--- src/fsr_defines.svh ---
// Constants for the flash status register logic: opcodes, bit positions, reset values, geometry
`ifndef FSR_DEFINES_SVH
`define FSR_DEFINES_SVH

// Status word bit positions
`define FSR_BIT_BUSY 0
`define FSR_BIT_LATCH 1
`define FSR_BIT_BP_LO 2
`define FSR_BIT_BP_HI 5
`define FSR_BIT_QUAD 6
`define FSR_BIT_LOCK 7
`define FSR_STATUS_RESET 8'h00
`define FSR_BP_NONE 4'h0

// Instruction codes
`define FSR_OP_SET_LATCH 8'h06
`define FSR_OP_CLR_LATCH 8'h04
`define FSR_OP_STATUS_WRITE 8'h01
`define FSR_OP_STATUS_READ 8'h05
`define FSR_OP_FUNC_READ 8'h48
`define FSR_OP_EXT_READ 8'h81
`define FSR_OP_ERASE_ALL_A 8'hC7
`define FSR_OP_ERASE_ALL_B 8'h60
`define FSR_OP_PROGRAM_A 8'h02
`define FSR_OP_PROGRAM_B 8'h32
`define FSR_OP_SECTOR_ERASE_A 8'h20
`define FSR_OP_SECTOR_ERASE_B 8'hD7
`define FSR_OP_BLOCK32_ERASE 8'h52
`define FSR_OP_BLOCK64_ERASE 8'hD8
`define FSR_OP_SW_RESET_A 8'h66
`define FSR_OP_SW_RESET_B 8'h99
`define FSR_OP_SUSPEND_A 8'h75
`define FSR_OP_SUSPEND_B 8'hB0
`define FSR_OP_RESUME_A 8'h7A
`define FSR_OP_RESUME_B 8'h30

// Array geometry: 32 Mbyte in 4 Kbyte sectors
`define FSR_ADDR_W 25
`define FSR_SECTOR_SHIFT 12
`define FSR_SECTOR_W 13
`define FSR_WORD_BITS 3'h7

`endif

--- src/fsr_pkg.sv ---
// Types shared by the flash status register logic
package fsr_pkg;

    // Gray order along idle -> run -> suspended
    typedef enum logic [1:0] {
        FSR_IDLE = 2'h0,
        FSR_RUN = 2'h1,
        FSR_SUSP = 2'h3
    } fsr_state_t;

    typedef enum logic [2:0] {
        FSR_K_NONE = 3'h0,
        FSR_K_PROGRAM = 3'h1,
        FSR_K_SECTOR_ERASE = 3'h2,
        FSR_K_BLOCK32_ERASE = 3'h3,
        FSR_K_BLOCK64_ERASE = 3'h4,
        FSR_K_CHIP_ERASE = 3'h5,
        FSR_K_STATUS_WRITE = 3'h6
    } fsr_kind_t;

endpackage

--- src/fsr_shift_out.sv ---
// Serial shifter that sends the status word MSB first, repeating while selected
`timescale 1ns/1ps
`include "fsr_defines.svh"

module fsr_shift_out (
    // Clock and reset
    input wire logic clock,
    input wire logic reset_n,
    input wire logic clock_en,
    // Control
    input wire logic load,
    input wire logic shift,
    input wire logic deselect,
    input wire logic [7:0] word,
    // Serial output
    output logic bit_q,
    output logic active_q
);
    logic [7:0] sh_q;
    logic [2:0] cnt_q;
    wire wrap = (cnt_q == `FSR_WORD_BITS);

    always_ff @(posedge clock or negedge reset_n) begin
        if (!reset_n) begin
            sh_q <= 8'h00;
            cnt_q <= 3'h0;
            bit_q <= 1'b0;
            active_q <= 1'b0;
        end else if (clock_en) begin
            if (deselect) begin
                active_q <= 1'b0;
            end else if (load || (shift && active_q && wrap)) begin
                // Reload current word so a changing busy bit is seen
                sh_q <= word;
                cnt_q <= 3'h0;
                bit_q <= word[7];
                active_q <= 1'b1;
            end else if (shift && active_q) begin
                sh_q <= {sh_q[6:0], 1'b0};
                cnt_q <= cnt_q + 3'h1;
                bit_q <= sh_q[6];
            end
        end
    end
endmodule

--- src/fsr_status_reg.sv ---
// Status register logic: busy flag, write permit latch, protection and quad bits
`timescale 1ns/1ps
`include "fsr_defines.svh"

module fsr_status_reg (
    // Clock and reset
    input wire logic clock,
    input wire logic reset_n,
    input wire logic clock_en,
    // Decoded instruction
    input wire logic cmd_valid,
    input wire logic [7:0] cmd_code,
    input wire logic [7:0] cmd_data,
    input wire logic [`FSR_ADDR_W-1:0] cmd_addr,
    // Pins and serial read
    input wire logic write_protect_n,
    input wire logic select_n,
    input wire logic shift_en,
    // Array engine
    input wire logic op_done,
    // Status outputs
    output logic [7:0] status_word_q,
    output logic serial_out_q,
    output logic serial_active_q,
    // Operation control
    output logic op_start_q,
    output fsr_pkg::fsr_kind_t op_kind_q,
    output logic [`FSR_SECTOR_W-1:0] op_sector_q,
    output logic op_suspended_q,
    output logic op_abort_q,
    output logic cmd_ignored_q
);
    fsr_pkg::fsr_state_t state_q;
    fsr_pkg::fsr_state_t state_d;
    logic [7:0] status_d;
    fsr_pkg::fsr_kind_t kind_d;

    // Decode
    wire take = cmd_valid && clock_en;
    wire is_set_latch = (cmd_code == `FSR_OP_SET_LATCH);
    wire is_clr_latch = (cmd_code == `FSR_OP_CLR_LATCH);
    wire is_st_write = (cmd_code == `FSR_OP_STATUS_WRITE);
    wire is_st_read = (cmd_code == `FSR_OP_STATUS_READ);
    wire is_reg_read = is_st_read || (cmd_code == `FSR_OP_FUNC_READ) || (cmd_code == `FSR_OP_EXT_READ);
    wire is_erase_all = (cmd_code == `FSR_OP_ERASE_ALL_A) || (cmd_code == `FSR_OP_ERASE_ALL_B);
    wire is_program = (cmd_code == `FSR_OP_PROGRAM_A) || (cmd_code == `FSR_OP_PROGRAM_B);
    wire is_sec_erase = (cmd_code == `FSR_OP_SECTOR_ERASE_A) || (cmd_code == `FSR_OP_SECTOR_ERASE_B);
    wire is_b32_erase = (cmd_code == `FSR_OP_BLOCK32_ERASE);
    wire is_b64_erase = (cmd_code == `FSR_OP_BLOCK64_ERASE);
    wire is_sw_reset = (cmd_code == `FSR_OP_SW_RESET_A) || (cmd_code == `FSR_OP_SW_RESET_B);
    wire is_suspend = (cmd_code == `FSR_OP_SUSPEND_A) || (cmd_code == `FSR_OP_SUSPEND_B);
    wire is_resume = (cmd_code == `FSR_OP_RESUME_A) || (cmd_code == `FSR_OP_RESUME_B);

    wire idle = (state_q == fsr_pkg::FSR_IDLE);
    wire running = (state_q == fsr_pkg::FSR_RUN);
    wire latch = status_word_q[`FSR_BIT_LATCH];
    wire lock = status_word_q[`FSR_BIT_LOCK];
    wire [3:0] protect = status_word_q[`FSR_BIT_BP_HI:`FSR_BIT_BP_LO];
    wire array_op = (op_kind_q != fsr_pkg::FSR_K_STATUS_WRITE);

    wire st_locked = lock && !write_protect_n;
    wire erase_ok = (protect == `FSR_BP_NONE);
    wire wr_class = is_program || is_sec_erase || is_b32_erase || is_b64_erase || is_erase_all || is_st_write;
    wire wr_allowed = is_program || is_sec_erase || is_b32_erase || is_b64_erase
                    || (is_erase_all && erase_ok) || (is_st_write && !st_locked);
    wire start_wr = take && idle && latch && wr_allowed;
    wire do_set = take && idle && is_set_latch;
    wire do_clr = take && idle && is_clr_latch;
    wire do_reset = take && is_sw_reset;
    wire do_suspend = take && running && is_suspend && array_op;
    wire do_resume = take && (state_q == fsr_pkg::FSR_SUSP) && is_resume;
    wire finish = clock_en && running && op_done;
    wire do_read = take && is_st_read && !select_n;
    wire accepted = start_wr || do_set || do_clr || do_reset || do_suspend || do_resume || (take && is_reg_read);
    wire ignored = take && !accepted;

    // Kind of write-class operation
    always_comb begin
        kind_d = fsr_pkg::FSR_K_NONE;
        if (is_program) begin
            kind_d = fsr_pkg::FSR_K_PROGRAM;
        end else if (is_sec_erase) begin
            kind_d = fsr_pkg::FSR_K_SECTOR_ERASE;
        end else if (is_b32_erase) begin
            kind_d = fsr_pkg::FSR_K_BLOCK32_ERASE;
        end else if (is_b64_erase) begin
            kind_d = fsr_pkg::FSR_K_BLOCK64_ERASE;
        end else if (is_erase_all) begin
            kind_d = fsr_pkg::FSR_K_CHIP_ERASE;
        end else if (is_st_write) begin
            kind_d = fsr_pkg::FSR_K_STATUS_WRITE;
        end
    end

    // Operation sequencer
    always_comb begin
        state_d = state_q;
        case (state_q)
            fsr_pkg::FSR_IDLE: begin
                if (start_wr) begin
                    state_d = fsr_pkg::FSR_RUN;
                end
            end
            fsr_pkg::FSR_RUN: begin
                if (do_reset || finish) begin
                    state_d = fsr_pkg::FSR_IDLE;
                end else if (do_suspend) begin
                    state_d = fsr_pkg::FSR_SUSP;
                end
            end
            fsr_pkg::FSR_SUSP: begin
                if (do_reset) begin
                    state_d = fsr_pkg::FSR_IDLE;
                end else if (do_resume) begin
                    state_d = fsr_pkg::FSR_RUN;
                end
            end
            default: begin
                state_d = fsr_pkg::FSR_IDLE;
            end
        endcase
    end

    // Next status word
    always_comb begin
        status_d = status_word_q;
        status_d[`FSR_BIT_BUSY] = (state_d == fsr_pkg::FSR_RUN);
        if (start_wr && is_st_write) begin
            // Latch bit is not taken from the written data
            status_d[7:2] = cmd_data[7:2];
        end
        if (do_clr || finish || do_reset) begin
            status_d[`FSR_BIT_LATCH] = 1'b0;
        end
        if (do_set) begin
            status_d[`FSR_BIT_LATCH] = 1'b1;
        end
    end

    always_ff @(posedge clock or negedge reset_n) begin
        if (!reset_n) begin
            state_q <= fsr_pkg::FSR_IDLE;
            status_word_q <= `FSR_STATUS_RESET;
            op_start_q <= 1'b0;
            op_kind_q <= fsr_pkg::FSR_K_NONE;
            op_sector_q <= '0;
            op_suspended_q <= 1'b0;
            op_abort_q <= 1'b0;
            cmd_ignored_q <= 1'b0;
        end else if (clock_en) begin
            state_q <= state_d;
            status_word_q <= status_d;
            op_start_q <= start_wr;
            op_suspended_q <= (state_d == fsr_pkg::FSR_SUSP);
            op_abort_q <= do_reset && !idle;
            cmd_ignored_q <= ignored;
            if (start_wr) begin
                op_kind_q <= kind_d;
                op_sector_q <= cmd_addr[`FSR_ADDR_W-1:`FSR_SECTOR_SHIFT];
            end
        end
    end

    fsr_shift_out u_shift (
        .clock(clock),
        .reset_n(reset_n),
        .clock_en(clock_en),
        .load(do_read),
        .shift(shift_en),
        .deselect(select_n),
        .word(status_word_q),
        .bit_q(serial_out_q),
        .active_q(serial_active_q)
    );

    a_latch_gates_write: assert property (@(posedge clock) disable iff (!reset_n)
        take && idle && !latch |=> !op_start_q) else $error("write started without latch");
    a_busy_ignores_set: assert property (@(posedge clock) disable iff (!reset_n)
        take && running && (is_set_latch || is_clr_latch) && !op_done |=> $stable(status_word_q[1]))
        else $error("latch moved while busy");
    a_done_clears_busy: assert property (@(posedge clock) disable iff (!reset_n)
        finish |=> !status_word_q[0] && !status_word_q[1] && idle) else $error("finish left busy or latch");
    a_busy_matches_run: assert property (@(posedge clock) disable iff (!reset_n)
        status_word_q[0] == running) else $error("busy flag disagrees with state");
    a_status_write_keeps: assert property (@(posedge clock) disable iff (!reset_n)
        start_wr && is_st_write |=> status_word_q[1] && status_word_q[7:2] == $past(cmd_data[7:2]))
        else $error("status write wrong");
    a_lock_blocks_write: assert property (@(posedge clock) disable iff (!reset_n)
        take && is_st_write && st_locked |=> $stable(status_word_q[7:2])) else $error("locked bits changed");
    a_erase_needs_clear: assert property (@(posedge clock) disable iff (!reset_n)
        take && is_erase_all && !erase_ok |=> !op_start_q) else $error("erase ran with protection");
    a_set_latch_works: assert property (@(posedge clock) disable iff (!reset_n)
        do_set |=> status_word_q[1] ##1 (status_word_q[1] || $past(take))) else $error("latch not set");
    a_start_goes_busy: assert property (@(posedge clock) disable iff (!reset_n)
        start_wr |=> op_start_q && status_word_q[0] ##1 !op_start_q || !clock_en) else $error("start pulse wrong");
    a_nv_only_by_write: assert property (@(posedge clock) disable iff (!reset_n)
        !(start_wr && is_st_write) |=> $stable(status_word_q[7:2])) else $error("nv bits changed");

    a_refuse_no_latch: assert property (@(posedge clock) disable iff (!reset_n)
        take && idle && !latch && wr_class |=> cmd_ignored_q) else $error("unlatched write not refused");
    a_reset_aborts_op: assert property (@(posedge clock) disable iff (!reset_n)
        do_reset && !idle |=> op_abort_q && !status_word_q[0] && !status_word_q[1])
        else $error("software reset left op running");
endmodule

--- config.mk ---
export PLATFORM = sky130hd
export DESIGN_NAME = fsr_status_reg
export DESIGN_NICKNAME = d
export VERILOG_FILES = /design/src/fsr_pkg.sv /design/src/fsr_shift_out.sv /design/src/fsr_status_reg.sv
export VERILOG_INCLUDE_DIRS = /design/src
export SDC_FILE = /design/constraint.sdc
export NUM_CORES = 1
export LEC_CHECK = 0
export ABC_AREA = 1
export BUFFER_PORTS_ARGS = -buffer_cell sky130_fd_sc_hd__buf_2
export CAP_MARGIN = 15
export CORE_UTILIZATION = 54
export DETAILED_ROUTE_END_ITERATION = 10
export GPL_ROUTABILITY_DRIVEN = 1
export PLACE_DENSITY = 0.86
export SKIP_CTS_REPAIR_TIMING = 1
export SLEW_MARGIN = 20
export SYNTH_ARGS = -nofsm -noshare
export SYNTH_HDL_FRONTEND = slang
export SYNTH_SLANG_ARGS = --single-unit
--- constraint.sdc ---
create_clock -name clock -period 2.75 [get_ports clock]
set_input_delay 0.55 -clock clock [delete_from_list [all_inputs] [get_ports clock]]
set_output_delay 0.55 -clock clock [all_outputs]
set_load 0.01 [all_outputs]
Yosys cells after proc, flatten, opt, wreduce, memory -nomap -nowiden
Cells that the tools add are included.

operators by class
  add/sub/neg operators = 1
  equal/unequal tests = 26
  muxes and demuxes = 22
  bitwise gates (word level) = 1
  reductions and logical operators = 63

operator list
  operator             count
  $eq 8x7->1 const B   6
  $eq 8x8->1 const B   6
  $logic_and 1x1->1    25
  $eq 8x3->1 const B   3
  $eq 8x6->1 const B   3
  $mux 3               8
  $logic_or 1x1->1     23
  $mux 7               2
  $mux 2               5
  $eq 8x1->1 const B   1
  $eq 8x2->1 const B   1
  $reduce_and 2->1     4
  $mux 1               6
  $pmux 2 s3           1
  $reduce_bool 2->1    3
  $logic_not 1->1      5
  $eq 2x1->1 const B   2
  $eq 2x2->1 const B   2
  $logic_not 4->1      1
  $add 3x1->3 const B  1
  $eq 3x3->1 const B   1
  $ne 3x3->1 const B   1
  $reduce_and 3->1     1
  $logic_not 2->1      1
  $not 1->1            1

storage, ports and cells
  bits in registers = 42
  input port bits = 49

Depth between registers and ports, before layout
  depth in word-level cells = 16
  mapped depth = 13
  depth with buffers taken out = 12

Modules after synthesis
Synthesis repeated with hierarchy kept, for this count alone.

unflattened totals
  cells, all modules = 325
  area, all modules = 2394.8 sq um

by module, submodules not included
  module          instances  cells an instance  area an instance (sq um)  seq. area each (sq um)
  fsr_status_reg  1          230                1682.9                    750.7
  fsr_shift_out   1          95                 711.9                     300.3

Least setup slack after synthesis
Ideal clock, no wire load.

  kind = input to register
  start = input port cmd_code[5]
  end = register status_word_q[3]
  library setup time = 0.118 ns
  data arrival time = 1.514 ns
  required time = 2.632 ns
  slack = 1.118 ns
  stages = 11
  buffers on the path = 1
  path through = nor2_1 nand2_2 nor2_4 nand2_1 nand2_1 nor2_1 nand2_2 nand3_2 buf_6 nand2_1 o21ai_2

between the ends
  cells in the longest elaborated chain, start to end = 10
  elaborated cells between the ends (all ways) = 22
  those cells by class = eq/ne: 9; reduce/logical: 13

ends and longest elaborated chain
  what                                                       RTL line                                    source
  start: declaration                                         fsr_status_reg.sv:12                        input wire logic [7:0] cmd_code,
  $eq 8x2->1 (no source line), or another cell as far along  n/a
  $logic_or 1x1->1, on equally long branches                 fsr_status_reg.sv:46, fsr_status_reg.sv:47
  $logic_or 1x1->1 (3 in series)                             fsr_status_reg.sv:64                        wire wr_allowed = is_program || is_sec_erase || is_b32_erase || is_b64_erase
  $logic_or 1x1->1 (2 in series)                             fsr_status_reg.sv:65                        || (is_erase_all && erase_ok) || (is_st_write && !st_locked);
  $logic_and 1x1->1                                          fsr_status_reg.sv:66                        wire start_wr = take && idle && latch && wr_allowed;
  $logic_and 1x1->1 *                                        fsr_status_reg.sv:128                       if (start_wr && is_st_write) begin
  $reduce_and 2->1 (no source line) *                        n/a
  end signal: assignment                                     fsr_status_reg.sv:143                       status_word_q <= `FSR_STATUS_RESET;
  end signal: assignment                                     fsr_status_reg.sv:152                       status_word_q <= status_d;
  end: declaration                                           fsr_status_reg.sv:22                        output logic [7:0] status_word_q,

Mark *: on every way between the ends. The rest lies on a longest branch, timed or not.
A chain may end at the register's enable or synchronous reset.

Worst setup path in the final report
  start = input port cmd_code[7]
  end = register op_sector_q[10]

between the ends
  cells in the longest elaborated chain, start to end = 9
  elaborated cells between the ends (all ways) = 21
  those cells by class = eq/ne: 9; reduce/logical: 12

ends and longest elaborated chain
  what                                                       RTL line                                    source
  $eq 8x2->1 (no source line), or another cell as far along  n/a
  $logic_or 1x1->1, on equally long branches                 fsr_status_reg.sv:46, fsr_status_reg.sv:47
  $logic_or 1x1->1 (3 in series)                             fsr_status_reg.sv:64
  $logic_or 1x1->1                                           fsr_status_reg.sv:65
  $logic_or 1x1->1 *                                         fsr_status_reg.sv:65
  $logic_and 1x1->1 *                                        fsr_status_reg.sv:66
  $reduce_and 2->1 (no source line) *                        n/a
  end signal: assignment                                     fsr_status_reg.sv:159                       op_sector_q <= cmd_addr[`FSR_ADDR_W-1:`FSR_SECTOR_SHIFT];
  end: declaration                                           fsr_status_reg.sv:28                        output logic [`FSR_SECTOR_W-1:0] op_sector_q,

Marked as above.

==> metrics <==
ANT nets after route 0; starting density of the core 56.49%; die area 4478 µm²; Antenna Cells 0; largest net degree at the start of global routing 43; status finished, final reports clean; Worst Hold Class in2async; initial antenna violation count 0; placer's final routability congestion estimate 0.8744; Num CTS Buffers 5; post-synth design cell area 2276 µm²; Synth Area in XOR/XNOR 0%; Worst slew margin 39.51%; Synth Warn # 0; initial drt markers 156; total grt overflow 0; Yosys top cell area share 46.18%; ys async rst share 100.0%; io pins 79; DRT met1 WL 2135 µm; Synth Instances 293; critical-path cell list buf_2 > inv_1 > nand2_1 > nor2_1 > nand2_1 > a21oi_2 > nor2_1 > nand2_2 > nand2_4 > inv_4 > nand2_1 > nand2_1; clock skew 7.360 ps; RSZ-0062 raised after global routing no; H-tree depth 2; overall routing resource usage 24.07%; Pwr Density 497.3 nW/µm²; synth cell count leaders nand2_1 (105), dfrtp_1 (42), inv_1 (29); clk sinks 42; syn avg cell area 7.768 µm²; Yosys top cell by area dfrtp_1; drt total wl 4803 µm; area grow syn2layout 18.25%; Layout Nets 410; DR WL met3 347 µm; Worst path slowest cell inv_4; dpl cell area 2604 µm²; Critical Path AT 1950 ps; Post-synth EDFFs 0; flops & latches, synth 42; CP Class in2reg; IO buf count 64; via count 2078; f_max 0.5841 GHz; first-pass GRT wire length 7990 µm; setup TNS 0 ps; adder-cell share of the synthesized area 1.100%; final period utilization 62.26%; Top Metal Used met4; peak supply drop 0.3118 mV; worst skew pair latency 300 ps; Die Y-Extent 66.92 µm; CTS tree done; most numerous cell in the Yosys netlist nand2_1; syn_nets 344; Leak Pwr 1.587 nW; Post-Synth Simple-Gate Area 35.57%; DR pass1 iterations 4; vias in the first global route 1933; Worst setup EP type register; wire per inst 11.71 µm; Worst Path Required 2990 ps; ys flop type dfrtp_1; Synth Area in Compound Gates 8.851%; ratio of cells with drive above 1 in the final layout 31.39%; worst slew pin tran 907.3 ps; crit start category input pin; Max Cap Violations 0; Period minus WS final 1712 ps; final instance area 2691 µm²; Clock transition at path regs 80 ps; mux cell area share after synthesis 0%; post-synth cell types 31; deepest clock path buffer count 2; Die Width 66.92 µm; worst-case reg-to-reg path depth 8; largest family of logic cells by synthesized area simple AND/OR/NAND/NOR gates; sequential share of the synthesized area 46.18%; Synth area leaders dfrtp_1 (46%), nand2_1 (17%), inv_1 (4.8%); num rows 23; cell mode on critical path nand2_1; DR vias/cell 5.068; R2R Setup Slk 1250 ps; DRC violations left 0; Critical Path Fanout Max 23; CTS root buffer clkbuf_8; Slew Limit Fails 0; Critical Path Max Stage Delay 220 ps; hpwl dp 3565 µm; Hold Fails Final Rpt 0; CORE AREA 4029 µm²; final-report setup violation count 0; met2 WL post-DR 2242 µm
sequential cells by signal, indices dropped and copies added, names as in the netlist:
| signal | flops |
|---|---|
| u_shift.sh_q | 7 |
| u_shift.active_q | 1 |
| op_kind_q | 3 |
| state_q | 2 |
| op_abort_q | 1 |
| op_suspended_q | 1 |
| u_shift.cnt_q | 3 |
| op_sector_q | 13 |
| status_word_q | 8 |
| cmd_ignored_q | 1 |
| op_start_q | 1 |
| u_shift.bit_q | 1 |
layout by cell type (no fill, tap or decap):
cell | synthesis | routed
a22o_1 | 2 | 2
dfrtp_1 | 42 | 42
nand2_2 | 16 | 16
o21ai_0 | 5 | 5
nand2_1 | 105 | 105
and2_1 | 1 | 1
o221ai_1 | 2 | 2
o21a_1 | 1 | 1
nor2_1 | 27 | 27
buf_2 | 1 | 64
a21oi_1 | 3 | 3
a21oi_2 | 1 | 1
inv_6 | 0 | 1
inv_2 | 5 | 5
o31ai_1 | 1 | 1
o211ai_1 | 4 | 4
clkinv_2 | 0 | 2
nor2_4 | 2 | 2
nand3b_1 | 2 | 2
nand3_1 | 14 | 14
clkbuf_8 | 0 | 5
nor3_1 | 1 | 1
inv_1 | 29 | 29
nand2_4 | 1 | 1
nor2_2 | 5 | 5
nand3_2 | 4 | 4
o21ai_2 | 6 | 6
nand4_1 | 2 | 2
inv_4 | 1 | 1
ha_1 | 2 | 2
o21ai_1 | 4 | 4
critical path, delay by kind of cell:
| kind | cells | cell delay, ps |
|---|---|---|
| AO/OA/AOI/OAI | 1 | 130 |
| buffers and inverters | 3 | 410 |
| AND/OR/NAND/NOR | 8 | 870 |
area by class of cell:
| cell class | instances | area (µm²) |
|---|---|---|
| timing repair buffer | 64 | 320.3 |
| fill | 343 | 1338 |
| sequential | 42 | 1051 |
| tap | 50 | 62.56 |
| multi-input combinational | 211 | 1036 |
| inverter | 35 | 133.9 |
| clock buffer | 5 | 68.82 |
| clock inverter | 3 | 18.77 |
kinds of logic after synthesis:
family                     after synthesis
buffers and inverters                   40
DFF                                     42
and+or+nand+nor                        180
AOI/OAI and AO/OA                       29
adders and majority gates                2
through the flow:
step / std cells / power, W / setup WS (ps) / hold slack (ps) / util (%)
floorplan: 293 / 0.0008363 / 1118 / 254.4 / -
global placement: 402 / 0.0009403 / 776.5 / 459.4 / 64.63
detailed placement: 402 / 0.0009480 / 731.7 / 463.1 / 64.63
CTS: 410 / 0.001346 / 1046 / 410.0 / 66.80
global route: 410 / 0.001409 / 867.2 / 425.8 / 66.80
finish: 410 / 0.001338 / 1038 / 379.8 / 66.80
report_power, final:
part	leakage [nW]	switching [W]	internal, W	total [W]
clock	0.0483	0.000220	0.000179	0.000399
combinational	0.973	0.000137	0.0000896	0.000227
sequential	0.566	0.0000396	0.000673	0.000713
total	1.59	0.000397	0.000941	0.00134
per-layer routing:
layer	up-vias	global-route usage, %
li1	1044	-
met1	952	28.57
met2	74	39.65
met3	8	8.048
met4	0	9.574
met5	-	0
path summary, 6_finish.rpt:
| kind | from | to |
|---|---|---|
| worst max-delay path | cmd_code[7] | op_sector_q[10]$_DFFE_PN0P_ |
| worst min register to register | op_sector_q[9]$_DFFE_PN0P_ | op_sector_q[9]$_DFFE_PN0P_ |
| min in group clock | select_n | u_shift.active_q$_DFFE_PN0P_ |
| worst min-delay path | reset_n | u_shift.active_q$_DFFE_PN0P_ |
| worst max register to register | u_shift.cnt_q[0]$_DFFE_PN0P_ | u_shift.sh_q[6]$_DFFE_PN0P_ |
| max in group asynchronous | reset_n | status_word_q[1]$_DFFE_PN0P_ |
Power figures use the tool's default switching activity.
